==> config.mk <==
export PLATFORM = sky130hd
export DESIGN_NAME = axc_aux_port
export DESIGN_NICKNAME = d
export VERILOG_FILES = /design/src/rtl/axc_pkg.sv /design/src/rtl/axc_aux_port.sv
export SDC_FILE = /design/constraint.sdc
export NUM_CORES = 1
export LEC_CHECK = 0
export ABC_AREA = 1
export BUFFER_PORTS_ARGS = -buffer_cell sky130_fd_sc_hd__buf_2
export CAP_MARGIN = 20
export CORE_ASPECT_RATIO = 0.5
export CORE_MARGIN = 2
export CORE_UTILIZATION = 55
export DETAILED_ROUTE_END_ITERATION = 6
export PLACE_DENSITY = 0.84
export SYNTH_ARGS = -nofsm -noshare
export SYNTH_HDL_FRONTEND = slang
export SYNTH_SLANG_ARGS = --single-unit
==> constraint.sdc <==
create_clock -name aclk -period 3.4 [get_ports aclk]
set_input_delay 0.34 -clock aclk [delete_from_list [all_inputs] [get_ports aclk]]
set_output_delay 0.34 -clock aclk [all_outputs]
set_load 0.02 [all_outputs]
==> src/rtl/axc_pkg.sv <==
package axc_pkg;

   // ***********************************************************
   // timing of the serial bus clocks
   // ***********************************************************
   localparam int CLK_FREQ_HZ   = 250_000_000; // aclk, 4 ns period
   localparam int DCL_FREQ_HZ   = 1_536_000;   // double-rate clock
   localparam int FRAME_FREQ_HZ = 8_000;       // frame sync rate
   // half period of the generated double-rate clock, rounded down
   localparam int DCL_HALF_CYC  = CLK_FREQ_HZ / (2 * DCL_FREQ_HZ);
   localparam logic [7:0] DCL_HALF_LAST = 8'(DCL_HALF_CYC - 1);
   // double-rate clock periods in one frame
   localparam int FRAME_DCL     = DCL_FREQ_HZ / FRAME_FREQ_HZ;
   localparam logic [9:0] FRAME_LAST = 10'(FRAME_DCL - 1);
   // double-rate clock edge at which the stop/go bit is sampled
   localparam logic [9:0] SG_DCL_POS = 10'h0b5;

   // ***********************************************************
   // register map, byte addresses
   // ***********************************************************
   localparam int AXI_ADDR_W = 8;
   localparam logic [7:0] OFS_CTRL     = 8'h00;
   localparam logic [7:0] OFS_DIR      = 8'h04;
   localparam logic [7:0] OFS_OUT      = 8'h08;
   localparam logic [7:0] OFS_OD       = 8'h0c;
   localparam logic [7:0] OFS_PIN      = 8'h10;
   localparam logic [7:0] OFS_IRQ_STAT = 8'h14;
   localparam logic [7:0] OFS_IRQ_MASK = 8'h18;
   localparam logic [7:0] OFS_STROBE   = 8'h1c;

   // control register fields
   localparam int CB_MASTER    = 0; // device sources clock and frame
   localparam int CB_IRQ_PP    = 1; // irq active high push-pull
   localparam int CB_MF_SEL    = 2; // multiframe_select
   localparam int CB_CLK_OUT   = 3; // clock_output_select
   localparam int CB_FB_CHOICE = 4; // sync_or_bitclk_choice, 1 = bit clock
   localparam int CB_SG_EN     = 5; // pin 7 carries stop/go bit
   localparam int CB_EDGE_A    = 6; // ext_irq_a edge (1) or level (0)
   localparam int CB_EDGE_B    = 7; // ext_irq_b edge (1) or level (0)
   localparam int CB_MULTIFRAME_BIT_TX   = 8; // multiframe bit to send

   // values after reset
   localparam logic [8:0]  CTRL_RST   = 9'h000;
   localparam logic [7:0]  DIR_RST    = 8'h00;
   localparam logic [7:0]  OUT_RST    = 8'h00;
   localparam logic [7:0]  OD_RST     = 8'hff;
   localparam logic [1:0]  MASK_RST   = 2'h3;
   localparam logic [15:0] STROBE_RST = 16'h0000;

   localparam logic [1:0] RESP_OKAY   = 2'h0;
   localparam logic [1:0] RESP_SLVERR = 2'h2;

   typedef enum logic [1:0] {MODE_TE, MODE_LTT, MODE_LTS} axc_mode_e;

endpackage : axc_pkg

==> src/rtl/axc_aux_port.sv <==
// Added by the designer: the AXI4-Lite interface to the registers and the register addresses.
`timescale 1ns/1ns
module axc_aux_port
   import axc_pkg::*;
(
   input  wire logic                  aclk,
   input  wire logic                  aresetn,
   input  wire logic [AXI_ADDR_W-1:0] s_axi_awaddr,
   input  wire logic                  s_axi_awvalid,
   output      logic                  s_axi_awready,
   input  wire logic [31:0]           s_axi_wdata,
   input  wire logic [3:0]            s_axi_wstrb,
   input  wire logic                  s_axi_wvalid,
   output      logic                  s_axi_wready,
   output      logic [1:0]            s_axi_bresp,
   output      logic                  s_axi_bvalid,
   input  wire logic                  s_axi_bready,
   input  wire logic [AXI_ADDR_W-1:0] s_axi_araddr,
   input  wire logic                  s_axi_arvalid,
   output      logic                  s_axi_arready,
   output      logic [31:0]           s_axi_rdata,
   output      logic [1:0]            s_axi_rresp,
   output      logic                  s_axi_rvalid,
   input  wire logic                  s_axi_rready,
   input  wire logic                  mode_sel0,
   input  wire logic                  mode_sel1,
   input  wire logic [7:0]            aux_pin_in,
   output      logic [7:0]            aux_pin_out,
   output      logic [7:0]            aux_pin_oe_n,
   output      logic [1:0]            aux_pullup_en,
   output      logic [2:0]            channel_select,
   input  wire logic                  double_rate_clock_in,
   output      logic                  double_rate_clock_out,
   output      logic                  double_rate_clock_oe_n,
   input  wire logic                  frame_sync_in,
   output      logic                  frame_sync_out,
   output      logic                  frame_sync_oe_n,
   input  wire logic                  downstream_line,
   output      logic                  bit_clock_out,
   output      logic                  slot_strobe_one,
   output      logic                  slot_strobe_two,
   output      logic                  irq_out,
   output      logic                  irq_oe_n
);

   // ***********************************************************
   // helpers
   // ***********************************************************
   function automatic logic [31:0] lane_merge(input logic [31:0] old_v,
                                              input logic [31:0] new_v,
                                              input logic [3:0]  strb);
      logic [31:0] res;
      res = old_v;
      for (int i = 0; i < 4; i++) begin
         if (strb[i]) begin
            res[8*i +: 8] = new_v[8*i +: 8];
         end
      end
      return res;
   endfunction : lane_merge

   function automatic logic is_mapped(input logic [7:0] a);
      case (a)
         OFS_CTRL, OFS_DIR, OFS_OUT, OFS_OD, OFS_PIN,
         OFS_IRQ_STAT, OFS_IRQ_MASK, OFS_STROBE: return 1'b1;
         default: return 1'b0;
      endcase
   endfunction : is_mapped

   // strobe config byte: [4:0] slot, [5] slot enable, [6] d-channel enable
   function automatic logic strobe_hit(input logic [7:0] cfg,
                                       input logic [5:0] slot,
                                       input logic       dch);
      return (cfg[5] && slot == {1'b0, cfg[4:0]}) || (cfg[6] && dch);
   endfunction : strobe_hit

   // ***********************************************************
   // declarations
   // ***********************************************************
   logic [7:0]  aux_s1_r, aux_s2_r, aux_s3_r;
   logic [1:0]  mode_s1_r, mode_s2_r;
   logic        dcl_s1_r, dcl_s2_r, fsc_s1_r, fsc_s2_r, fsc_s3_r;
   logic        dd_s1_r, dd_s2_r;
   axc_mode_e   mode_r;
   logic [1:0]  mode_code;
   logic [8:0]  ctrl_r;
   logic [7:0]  dir_r, out_r, od_r;
   logic [1:0]  status_r, mask_r, stat_clr, irq_set, in_ok;
   logic [15:0] strobe_r;
   logic        aw_got_r, w_got_r, wr_en;
   logic [7:0]  waddr_r;
   logic [31:0] wdata_r, rd_word;
   logic [3:0]  wstrb_r;
   logic [7:0]  dcl_div_r;
   logic        dcl_int_r, dcl_prev_r, dcl_lvl, dcl_rise, fsc_lvl, fsc_rise;
   logic        master_eff, fsc_gen_r, bclk_r, stop_go_r, pending, dch_win;
   logic [9:0]  dcl_cnt_r;
   logic [5:0]  slot;
   logic [7:0]  drv_en, drv_val;

   // ***********************************************************
   // input synchronisers and mode straps
   // ***********************************************************
   // pins idle high, so the chain resets high and no false edge appears
   always_ff @(posedge aclk) begin
      if (!aresetn) begin
         aux_s1_r  <= 8'hff;
         aux_s2_r  <= 8'hff;
         aux_s3_r  <= 8'hff;
         mode_s1_r <= 2'h0;
         mode_s2_r <= 2'h0;
         dcl_s1_r  <= 1'b0;
         dcl_s2_r  <= 1'b0;
         fsc_s1_r  <= 1'b0;
         fsc_s2_r  <= 1'b0;
         fsc_s3_r  <= 1'b0;
         dd_s1_r   <= 1'b1;
         dd_s2_r   <= 1'b1;
      end else begin
         aux_s1_r  <= aux_pin_in;
         aux_s2_r  <= aux_s1_r;
         aux_s3_r  <= aux_s2_r;
         mode_s1_r <= {mode_sel1, mode_sel0};
         mode_s2_r <= mode_s1_r;
         dcl_s1_r  <= double_rate_clock_in;
         dcl_s2_r  <= dcl_s1_r;
         fsc_s1_r  <= frame_sync_in;
         fsc_s2_r  <= fsc_s1_r;
         fsc_s3_r  <= fsc_s2_r;
         dd_s1_r   <= downstream_line;
         dd_s2_r   <= dd_s1_r;
      end
   end

   // strap decode: sel0 low is terminal, else sel1 picks LT-S over LT-T
   always_ff @(posedge aclk) begin
      if (!aresetn) begin
         mode_r <= MODE_TE;
      end else if (!mode_s2_r[0]) begin
         mode_r <= MODE_TE;
      end else begin
         mode_r <= mode_s2_r[1] ? MODE_LTS : MODE_LTT;
      end
   end
   assign mode_code = mode_r;

   // ***********************************************************
   // axi4-lite slave
   // ***********************************************************
   // address and data are parked until both arrive, in either order
   assign s_axi_awready = !aw_got_r && !s_axi_bvalid;
   assign s_axi_wready  = !w_got_r && !s_axi_bvalid;
   assign s_axi_arready = !s_axi_rvalid;
   assign wr_en         = aw_got_r && w_got_r && !s_axi_bvalid;

   always_ff @(posedge aclk) begin
      if (!aresetn) begin
         aw_got_r <= 1'b0;
         waddr_r  <= 8'h00;
      end else if (s_axi_awvalid && s_axi_awready) begin
         aw_got_r <= 1'b1;
         waddr_r  <= s_axi_awaddr;
      end else if (wr_en) begin
         aw_got_r <= 1'b0;
      end
   end

   always_ff @(posedge aclk) begin
      if (!aresetn) begin
         w_got_r <= 1'b0;
         wdata_r <= 32'h0000_0000;
         wstrb_r <= 4'h0;
      end else if (s_axi_wvalid && s_axi_wready) begin
         w_got_r <= 1'b1;
         wdata_r <= s_axi_wdata;
         wstrb_r <= s_axi_wstrb;
      end else if (wr_en) begin
         w_got_r <= 1'b0;
      end
   end

   // write response; unmapped addresses answer slverr and store nothing
   always_ff @(posedge aclk) begin
      if (!aresetn) begin
         s_axi_bvalid <= 1'b0;
         s_axi_bresp  <= RESP_OKAY;
      end else if (wr_en) begin
         s_axi_bvalid <= 1'b1;
         s_axi_bresp  <= is_mapped(waddr_r) ? RESP_OKAY : RESP_SLVERR;
      end else if (s_axi_bready) begin
         s_axi_bvalid <= 1'b0;
      end
   end

   // read data mux
   always_comb begin
      rd_word = 32'h0000_0000;
      case (s_axi_araddr)
         OFS_CTRL:     rd_word = {23'h0, ctrl_r};
         OFS_DIR:      rd_word = {24'h0, dir_r};
         OFS_OUT:      rd_word = {24'h0, out_r};
         OFS_OD:       rd_word = {24'h0, od_r};
         OFS_PIN:      rd_word = {21'h0, stop_go_r, mode_code, aux_s2_r};
         OFS_IRQ_STAT: rd_word = {30'h0, status_r};
         OFS_IRQ_MASK: rd_word = {30'h0, mask_r};
         OFS_STROBE:   rd_word = {16'h0, strobe_r};
         default:      rd_word = 32'h0000_0000;
      endcase
   end

   always_ff @(posedge aclk) begin
      if (!aresetn) begin
         s_axi_rvalid <= 1'b0;
         s_axi_rdata  <= 32'h0000_0000;
         s_axi_rresp  <= RESP_OKAY;
      end else if (s_axi_arvalid && s_axi_arready) begin
         s_axi_rvalid <= 1'b1;
         s_axi_rdata  <= rd_word;
         s_axi_rresp  <= is_mapped(s_axi_araddr) ? RESP_OKAY : RESP_SLVERR;
      end else if (s_axi_rready) begin
         s_axi_rvalid <= 1'b0;
      end
   end

   // ***********************************************************
   // configuration registers
   // ***********************************************************
   // all pins come up as inputs and both interrupts masked
   always_ff @(posedge aclk) begin
      if (!aresetn) begin
         ctrl_r   <= CTRL_RST;
         dir_r    <= DIR_RST;
         out_r    <= OUT_RST;
         od_r     <= OD_RST;
         mask_r   <= MASK_RST;
         strobe_r <= STROBE_RST;
      end else if (wr_en) begin
         case (waddr_r)
            OFS_CTRL: ctrl_r <= 9'(lane_merge(32'(ctrl_r), wdata_r, wstrb_r));
            OFS_DIR:  dir_r  <= 8'(lane_merge(32'(dir_r), wdata_r, wstrb_r));
            OFS_OUT:  out_r  <= 8'(lane_merge(32'(out_r), wdata_r, wstrb_r));
            OFS_OD:   od_r   <= 8'(lane_merge(32'(od_r), wdata_r, wstrb_r));
            OFS_IRQ_MASK:
               mask_r <= 2'(lane_merge(32'(mask_r), wdata_r, wstrb_r));
            OFS_STROBE:
               strobe_r <= 16'(lane_merge(32'(strobe_r), wdata_r, wstrb_r));
            default: ;
         endcase
      end
   end

   // ***********************************************************
   // double-rate clock, frame counter and bit clock
   // ***********************************************************
   // LT-S always takes clock and frame from outside
   assign master_eff = ctrl_r[CB_MASTER] && (mode_r != MODE_LTS);
   assign dcl_lvl    = master_eff ? dcl_int_r : dcl_s2_r;
   assign dcl_rise   = dcl_lvl && !dcl_prev_r;
   assign fsc_rise   = fsc_s2_r && !fsc_s3_r;
   assign fsc_lvl    = master_eff ? fsc_gen_r : fsc_s2_r;

   // free running 1.536 MHz generator; period rounds to 648 ns
   always_ff @(posedge aclk) begin
      if (!aresetn) begin
         dcl_div_r <= 8'h00;
         dcl_int_r <= 1'b0;
      end else if (dcl_div_r == DCL_HALF_LAST) begin
         dcl_div_r <= 8'h00;
         dcl_int_r <= !dcl_int_r;
      end else begin
         dcl_div_r <= dcl_div_r + 8'h01;
      end
   end

   // frame position in double-rate clock periods
   always_ff @(posedge aclk) begin
      if (!aresetn) begin
         dcl_prev_r <= 1'b0;
         dcl_cnt_r  <= 10'h000;
         fsc_gen_r  <= 1'b0;
      end else begin
         dcl_prev_r <= dcl_lvl;
         fsc_gen_r  <= master_eff && (dcl_cnt_r == 10'h000);
         if (!master_eff && fsc_rise) begin
            dcl_cnt_r <= 10'h000;
         end else if (dcl_rise) begin
            if (master_eff && dcl_cnt_r == FRAME_LAST) begin
               dcl_cnt_r <= 10'h000;
            end else begin
               dcl_cnt_r <= dcl_cnt_r + 10'h001;
            end
         end
      end
   end

   // halve whichever double-rate clock is in use
   always_ff @(posedge aclk) begin
      if (!aresetn) begin
         bclk_r <= 1'b0;
      end else if (dcl_rise) begin
         bclk_r <= !bclk_r;
      end
   end
   // LT-T has no line timing here, so the local generator stands in
   assign bit_clock_out = (mode_r == MODE_LTT) ? dcl_int_r : bclk_r;

   assign double_rate_clock_out  = dcl_int_r;
   assign double_rate_clock_oe_n = !master_eff;
   assign frame_sync_out         = fsc_gen_r;
   assign frame_sync_oe_n        = !master_eff;

   // ***********************************************************
   // strobes, stop/go bit and channel select
   // ***********************************************************
   // 16 double-rate periods per slot; d-channel is bits 0-1 of slot 4*channel_select+3
   assign slot    = dcl_cnt_r[9:4];
   assign dch_win = (slot == {1'b0, channel_select, 2'b11}) &&
                    (dcl_cnt_r[3:2] == 2'b00);

   always_ff @(posedge aclk) begin
      if (!aresetn) begin
         slot_strobe_one <= 1'b0;
         slot_strobe_two <= 1'b0;
         stop_go_r       <= 1'b0;
         channel_select  <= 3'h0;
      end else begin
         slot_strobe_one <= strobe_hit(strobe_r[7:0], slot, dch_win);
         slot_strobe_two <= strobe_hit(strobe_r[15:8], slot, dch_win);
         channel_select  <= (mode_r == MODE_TE) ? 3'h0 : aux_s2_r[2:0];
         if (dcl_rise && dcl_cnt_r == SG_DCL_POS) begin
            stop_go_r <= dd_s2_r;
         end
      end
   end

   // ***********************************************************
   // pin multiplexing and drivers
   // ***********************************************************
   always_comb begin
      drv_en  = dir_r;
      drv_val = out_r;
      if (mode_r != MODE_TE) begin
         drv_en[2:0] = 3'h0;
      end
      if (ctrl_r[CB_MF_SEL]) begin
         drv_en[4]  = (mode_r == MODE_TE) || (mode_r == MODE_LTT);
         drv_val[4] = ctrl_r[CB_MULTIFRAME_BIT_TX];
      end
      if (ctrl_r[CB_CLK_OUT]) begin
         drv_en[5]  = 1'b1;
         drv_val[5] = ctrl_r[CB_FB_CHOICE] ? bit_clock_out : fsc_lvl;
      end
      if (ctrl_r[CB_SG_EN]) begin
         drv_en[7]  = 1'b1;
         drv_val[7] = stop_go_r;
      end
   end

   // open-drain pins only pull low; push-pull pins drive both levels
   always_ff @(posedge aclk) begin
      if (!aresetn) begin
         aux_pin_out  <= 8'h00;
         aux_pin_oe_n <= 8'hff;
      end else begin
         aux_pin_out  <= drv_val & ~od_r;
         aux_pin_oe_n <= ~(drv_en & (~od_r | ~drv_val));
      end
   end
   assign aux_pullup_en = od_r[7:6];

   // ***********************************************************
   // interrupts from pins 6 and 7
   // ***********************************************************
   // a falling edge or a low level, only while the pin is an input
   assign in_ok   = ~drv_en[7:6];
   assign irq_set = in_ok &
                    (({ctrl_r[CB_EDGE_B], ctrl_r[CB_EDGE_A]} &
                      aux_s3_r[7:6] & ~aux_s2_r[7:6]) |
                     (~{ctrl_r[CB_EDGE_B], ctrl_r[CB_EDGE_A]} &
                      ~aux_s2_r[7:6]));
   assign stat_clr = (wr_en && waddr_r == OFS_IRQ_STAT && wstrb_r[0]) ?
                     wdata_r[1:0] : 2'h0;
   assign pending  = |(status_r & ~mask_r);

   // set wins over a write-one-to-clear in the same cycle
   always_ff @(posedge aclk) begin
      if (!aresetn) begin
         status_r <= 2'h0;
      end else begin
         status_r <= (status_r & ~stat_clr) | irq_set;
      end
   end

   always_ff @(posedge aclk) begin
      if (!aresetn) begin
         irq_out  <= 1'b0;
         irq_oe_n <= 1'b1;
      end else begin
         irq_out  <= ctrl_r[CB_IRQ_PP] && pending;
         irq_oe_n <= !ctrl_r[CB_IRQ_PP] && !pending;
      end
   end
endmodule : axc_aux_port

==> impl_metrics.ini <==
[run_status]
status = finished clean

[floorplan]
dieArea_um2 = 14600
row_count = 30
fp.coreArea_um2 = 13400
die_x_um = 169
start_util_pct = 55.8
fp.dieH_um = 86.5
io-pin-count = 143

[finish]
fin_util_pct = 64.4
fin_cells = 1244
finalNetCount = 1132
final_area_um2 = 8630
drive_above_1_share_pct = 20.5
diodes = 0
area_delta_synth_final_pct = 15.4

[clock_network]
postCtsSetupBuffers = 0
cts_resized = 0
cts-buffers-inserted = 17
clk_latency_ns = 0.43
path_clk_slew_ns = 0.07
htreeDepth = 4
cts-root-buf = clkbuf_16
cts_hold_buf = 0
cts_sinks = 179
cts_tree = yes
clockBufferDepth = 2

[pwr]
ir_worst_vdd_mv = 0.385
clkPwrFrac_pct = 46.2
power.total_mw = 4.68
comb_power_share_pct = 6.6
leakage_nw = 3.76
share_seq_of_total_power_pct = 47.2
p_int_mw = 3.56
power_per_cell_area_nw_per_um2 = 542
swShare_pct = 23.8
p_sw_mw = 1.11

[placement]
dp_hpwl_um = 13700
placed_area_um2 = 7980
io_buffers = 106
dp_slack_ns = 1.39
dp_cells = 1212
gp_congestion = 0.921

[routing]
postRouteAntennaNets = 0
firstDrtPassIters = 6
routed-wl-met2_um = 8780
highest_layer = met4
viasPerCell = 5.51
first_iter_violations = 690
num_vias = 6850
avgRoutedWirePerCell_um = 15.6
drcViolationCount = 0
met1_length_um = 8460
wl_met3_um = 1710
wl_um = 19300

[grt]
antenna_found_initial = 0
grt_start_max_net_pins = 54
grt_pass1_vias = 6392
grt.overflow.total = 0
gr-usage-all-layers_pct = 27.1
grt_pass1_wl_um = 31100

[yosys]
ys_warn_count = 0
synth-seq-cells = 179
synth-seq-area-share_pct = 47.9
syn_area_um2 = 7480
syn_avg_cell_area_um2 = 7.73
synth_cell_types = 42
synthCells = 967

[setup_path]
cp.arrival_ns = 2.19
start_kind = register
path_cells = nor2_1, nand2_1, inv_1, nor2_1, nor2_1
cp_common_cell = nor2_1
critical_path.max_fanout = 30
worstSetupEndpointType = register
r2r-start = s_axi_bvalid
cpPeakStageDelay_ns = 0.65
crit_required_ns = 3.71
slowest_stage = nand2_1
regToRegSetupSlack_ns = 1.52
crit_start = s_axi_bvalid
critical_path_class = register to register

[sta]
tns_ns = 0
worst_slack_ns = 1.52
hold_violations = 0
worst_slew_pin_slew_ns = 0.879
period_needed_ns = 1.88
grt_setup_unrepaired = false
slew_viol_final = 0
min_period_over_period_pct = 55.4
slew_headroom_pct = 41.2
holdWs_ns = 0.0970
fin_skew_ns = 0.0152
setup_viol = 0
clock.fmax_ghz = 0.531

[flow_run]
maxCapViolations = 0

[worst_hold_path]
hold_path.startpoint = mode_sel1
holdCritPathClass = input port to register
## power by group through the flow
stage               sequential, mW  combinational, mW  clock (mW)
floorplan                     2.25              0.228           0
global placement              2.25              0.295           0
detailed placement            2.25              0.306           0
CTS                           2.20              0.308        2.17
global route                  2.21              0.348        2.26
finish                        2.21              0.310        2.16
## critical path, delay by kind of cell, from the launching register on
| kind | cells | cell delay (ns) |
|---|---|---|
| AND/OR/NAND/NOR | 4 | 0.99 |
| flip-flops | 1 | 0.45 |
| buffers and inverters | 1 | 0.33 |
## routing by layer
layer / vias up / global-route usage [%]
met2: 312 / 44.3
li1: 3300 / -
met3: 43 / 5.39
met1: 3195 / 36.1
met4: 0 / 10.2
met5: - / 0
## sequential cells by signal, summed over array words and instances (netlist names), 9 cells and up, named ones only
name,cells
strobe_r,16
dcl_cnt_r,10
s_axi_rdata,16
ctrl_r,9
wdata_r,16
## synth_stat cells (all sizes together)
| cell | n | area share, % |
|---|---|---|
| dfxtp | 179 | 48 |
| nand2 | 168 | 8.7 |
| inv | 112 | 5.6 |
| a21oi | 95 | 6.7 |
| nor2 | 92 | 5.4 |
| o21ai | 92 | 6.3 |
| nand3 | 71 | 4.8 |
| buf | 40 | 3.7 |
| nor3 | 21 | 1.8 |
| or2 | 21 | 1.8 |
| clkbuf | 18 | 0.92 |
| o211ai | 16 | 2.1 |
| o22ai | 9 | 0.75 |
| nand4 | 8 | 0.67 |
| ha | 5 | 0.84 |
| xor2 | 5 | 0.59 |
| nor3b | 3 | 0.30 |
| nor4 | 3 | 0.25 |
| a31oi | 2 | 0.17 |
| clkinv | 2 | 0.17 |
| a41oi | 1 | 0.12 |
| conb | 1 | 0.050 |
| nand3b | 1 | 0.15 |
| o21a | 1 | 0.10 |
| o32ai | 1 | 0.12 |
## final cells by class
cell class	count	area, µm²
timing repair buffer	110	561
fill	1096	4770
clock buffer	20	467
clock inverter	12	190
tap	176	220
inverter	114	433
sequential	179	3580
multi-input combinational	633	3180
## cell families (layout without fill, tap and decap cells)
kind of cell | after synthesis | after routing | synth area share, %
adder cells (fa/ha/maj) | 5 | 5 | 0.837
XOR/XNOR | 5 | 5 | 0.586
AO/OA/AOI/OAI | 217 | 217 | 16.3
buffers and inverters | 172 | 256 | 10.4
flip-flops | 179 | 179 | 47.9
AND/OR/NAND/NOR | 388 | 388 | 23.9
other | 1 | 18 | 0.0501
## cells in the final DEF, fill, tap and decap left out, types with 2 or more instances in the layout
master,n
a21oi_1,89
a21oi_2,6
a31oi_1,2
buf_2,106
buf_4,4
bufinv_16,4
clkbuf_16,17
clkbuf_8,3
clkinv_4,3
clkinvlp_4,2
conb_1,18
dfxtp_1,179
ha_1,5
inv_1,101
inv_2,11
inv_6,3
nand2_1,161
nand2_2,6
nand3_1,70
nand4_1,8
nor2_1,76
nor2_2,12
nor2_4,4
nor3_1,18
nor3_4,2
nor3b_1,3
nor4_1,3
o211ai_1,8
o211ai_2,8
o21ai_0,68
o21ai_1,22
o21ai_2,2
o22ai_1,9
or2_2,21
xor2_1,5
## final timing paths
path | end | depth (start not counted)
setup / recovery | wdata_r[11] | 5
hold / removal | mode_s1_r[1] | 3
setup reg to reg | wdata_r[11] | 5
hold reg to reg | mode_code[0] | 1
Note: power is estimated with default switching activity, not from simulation.
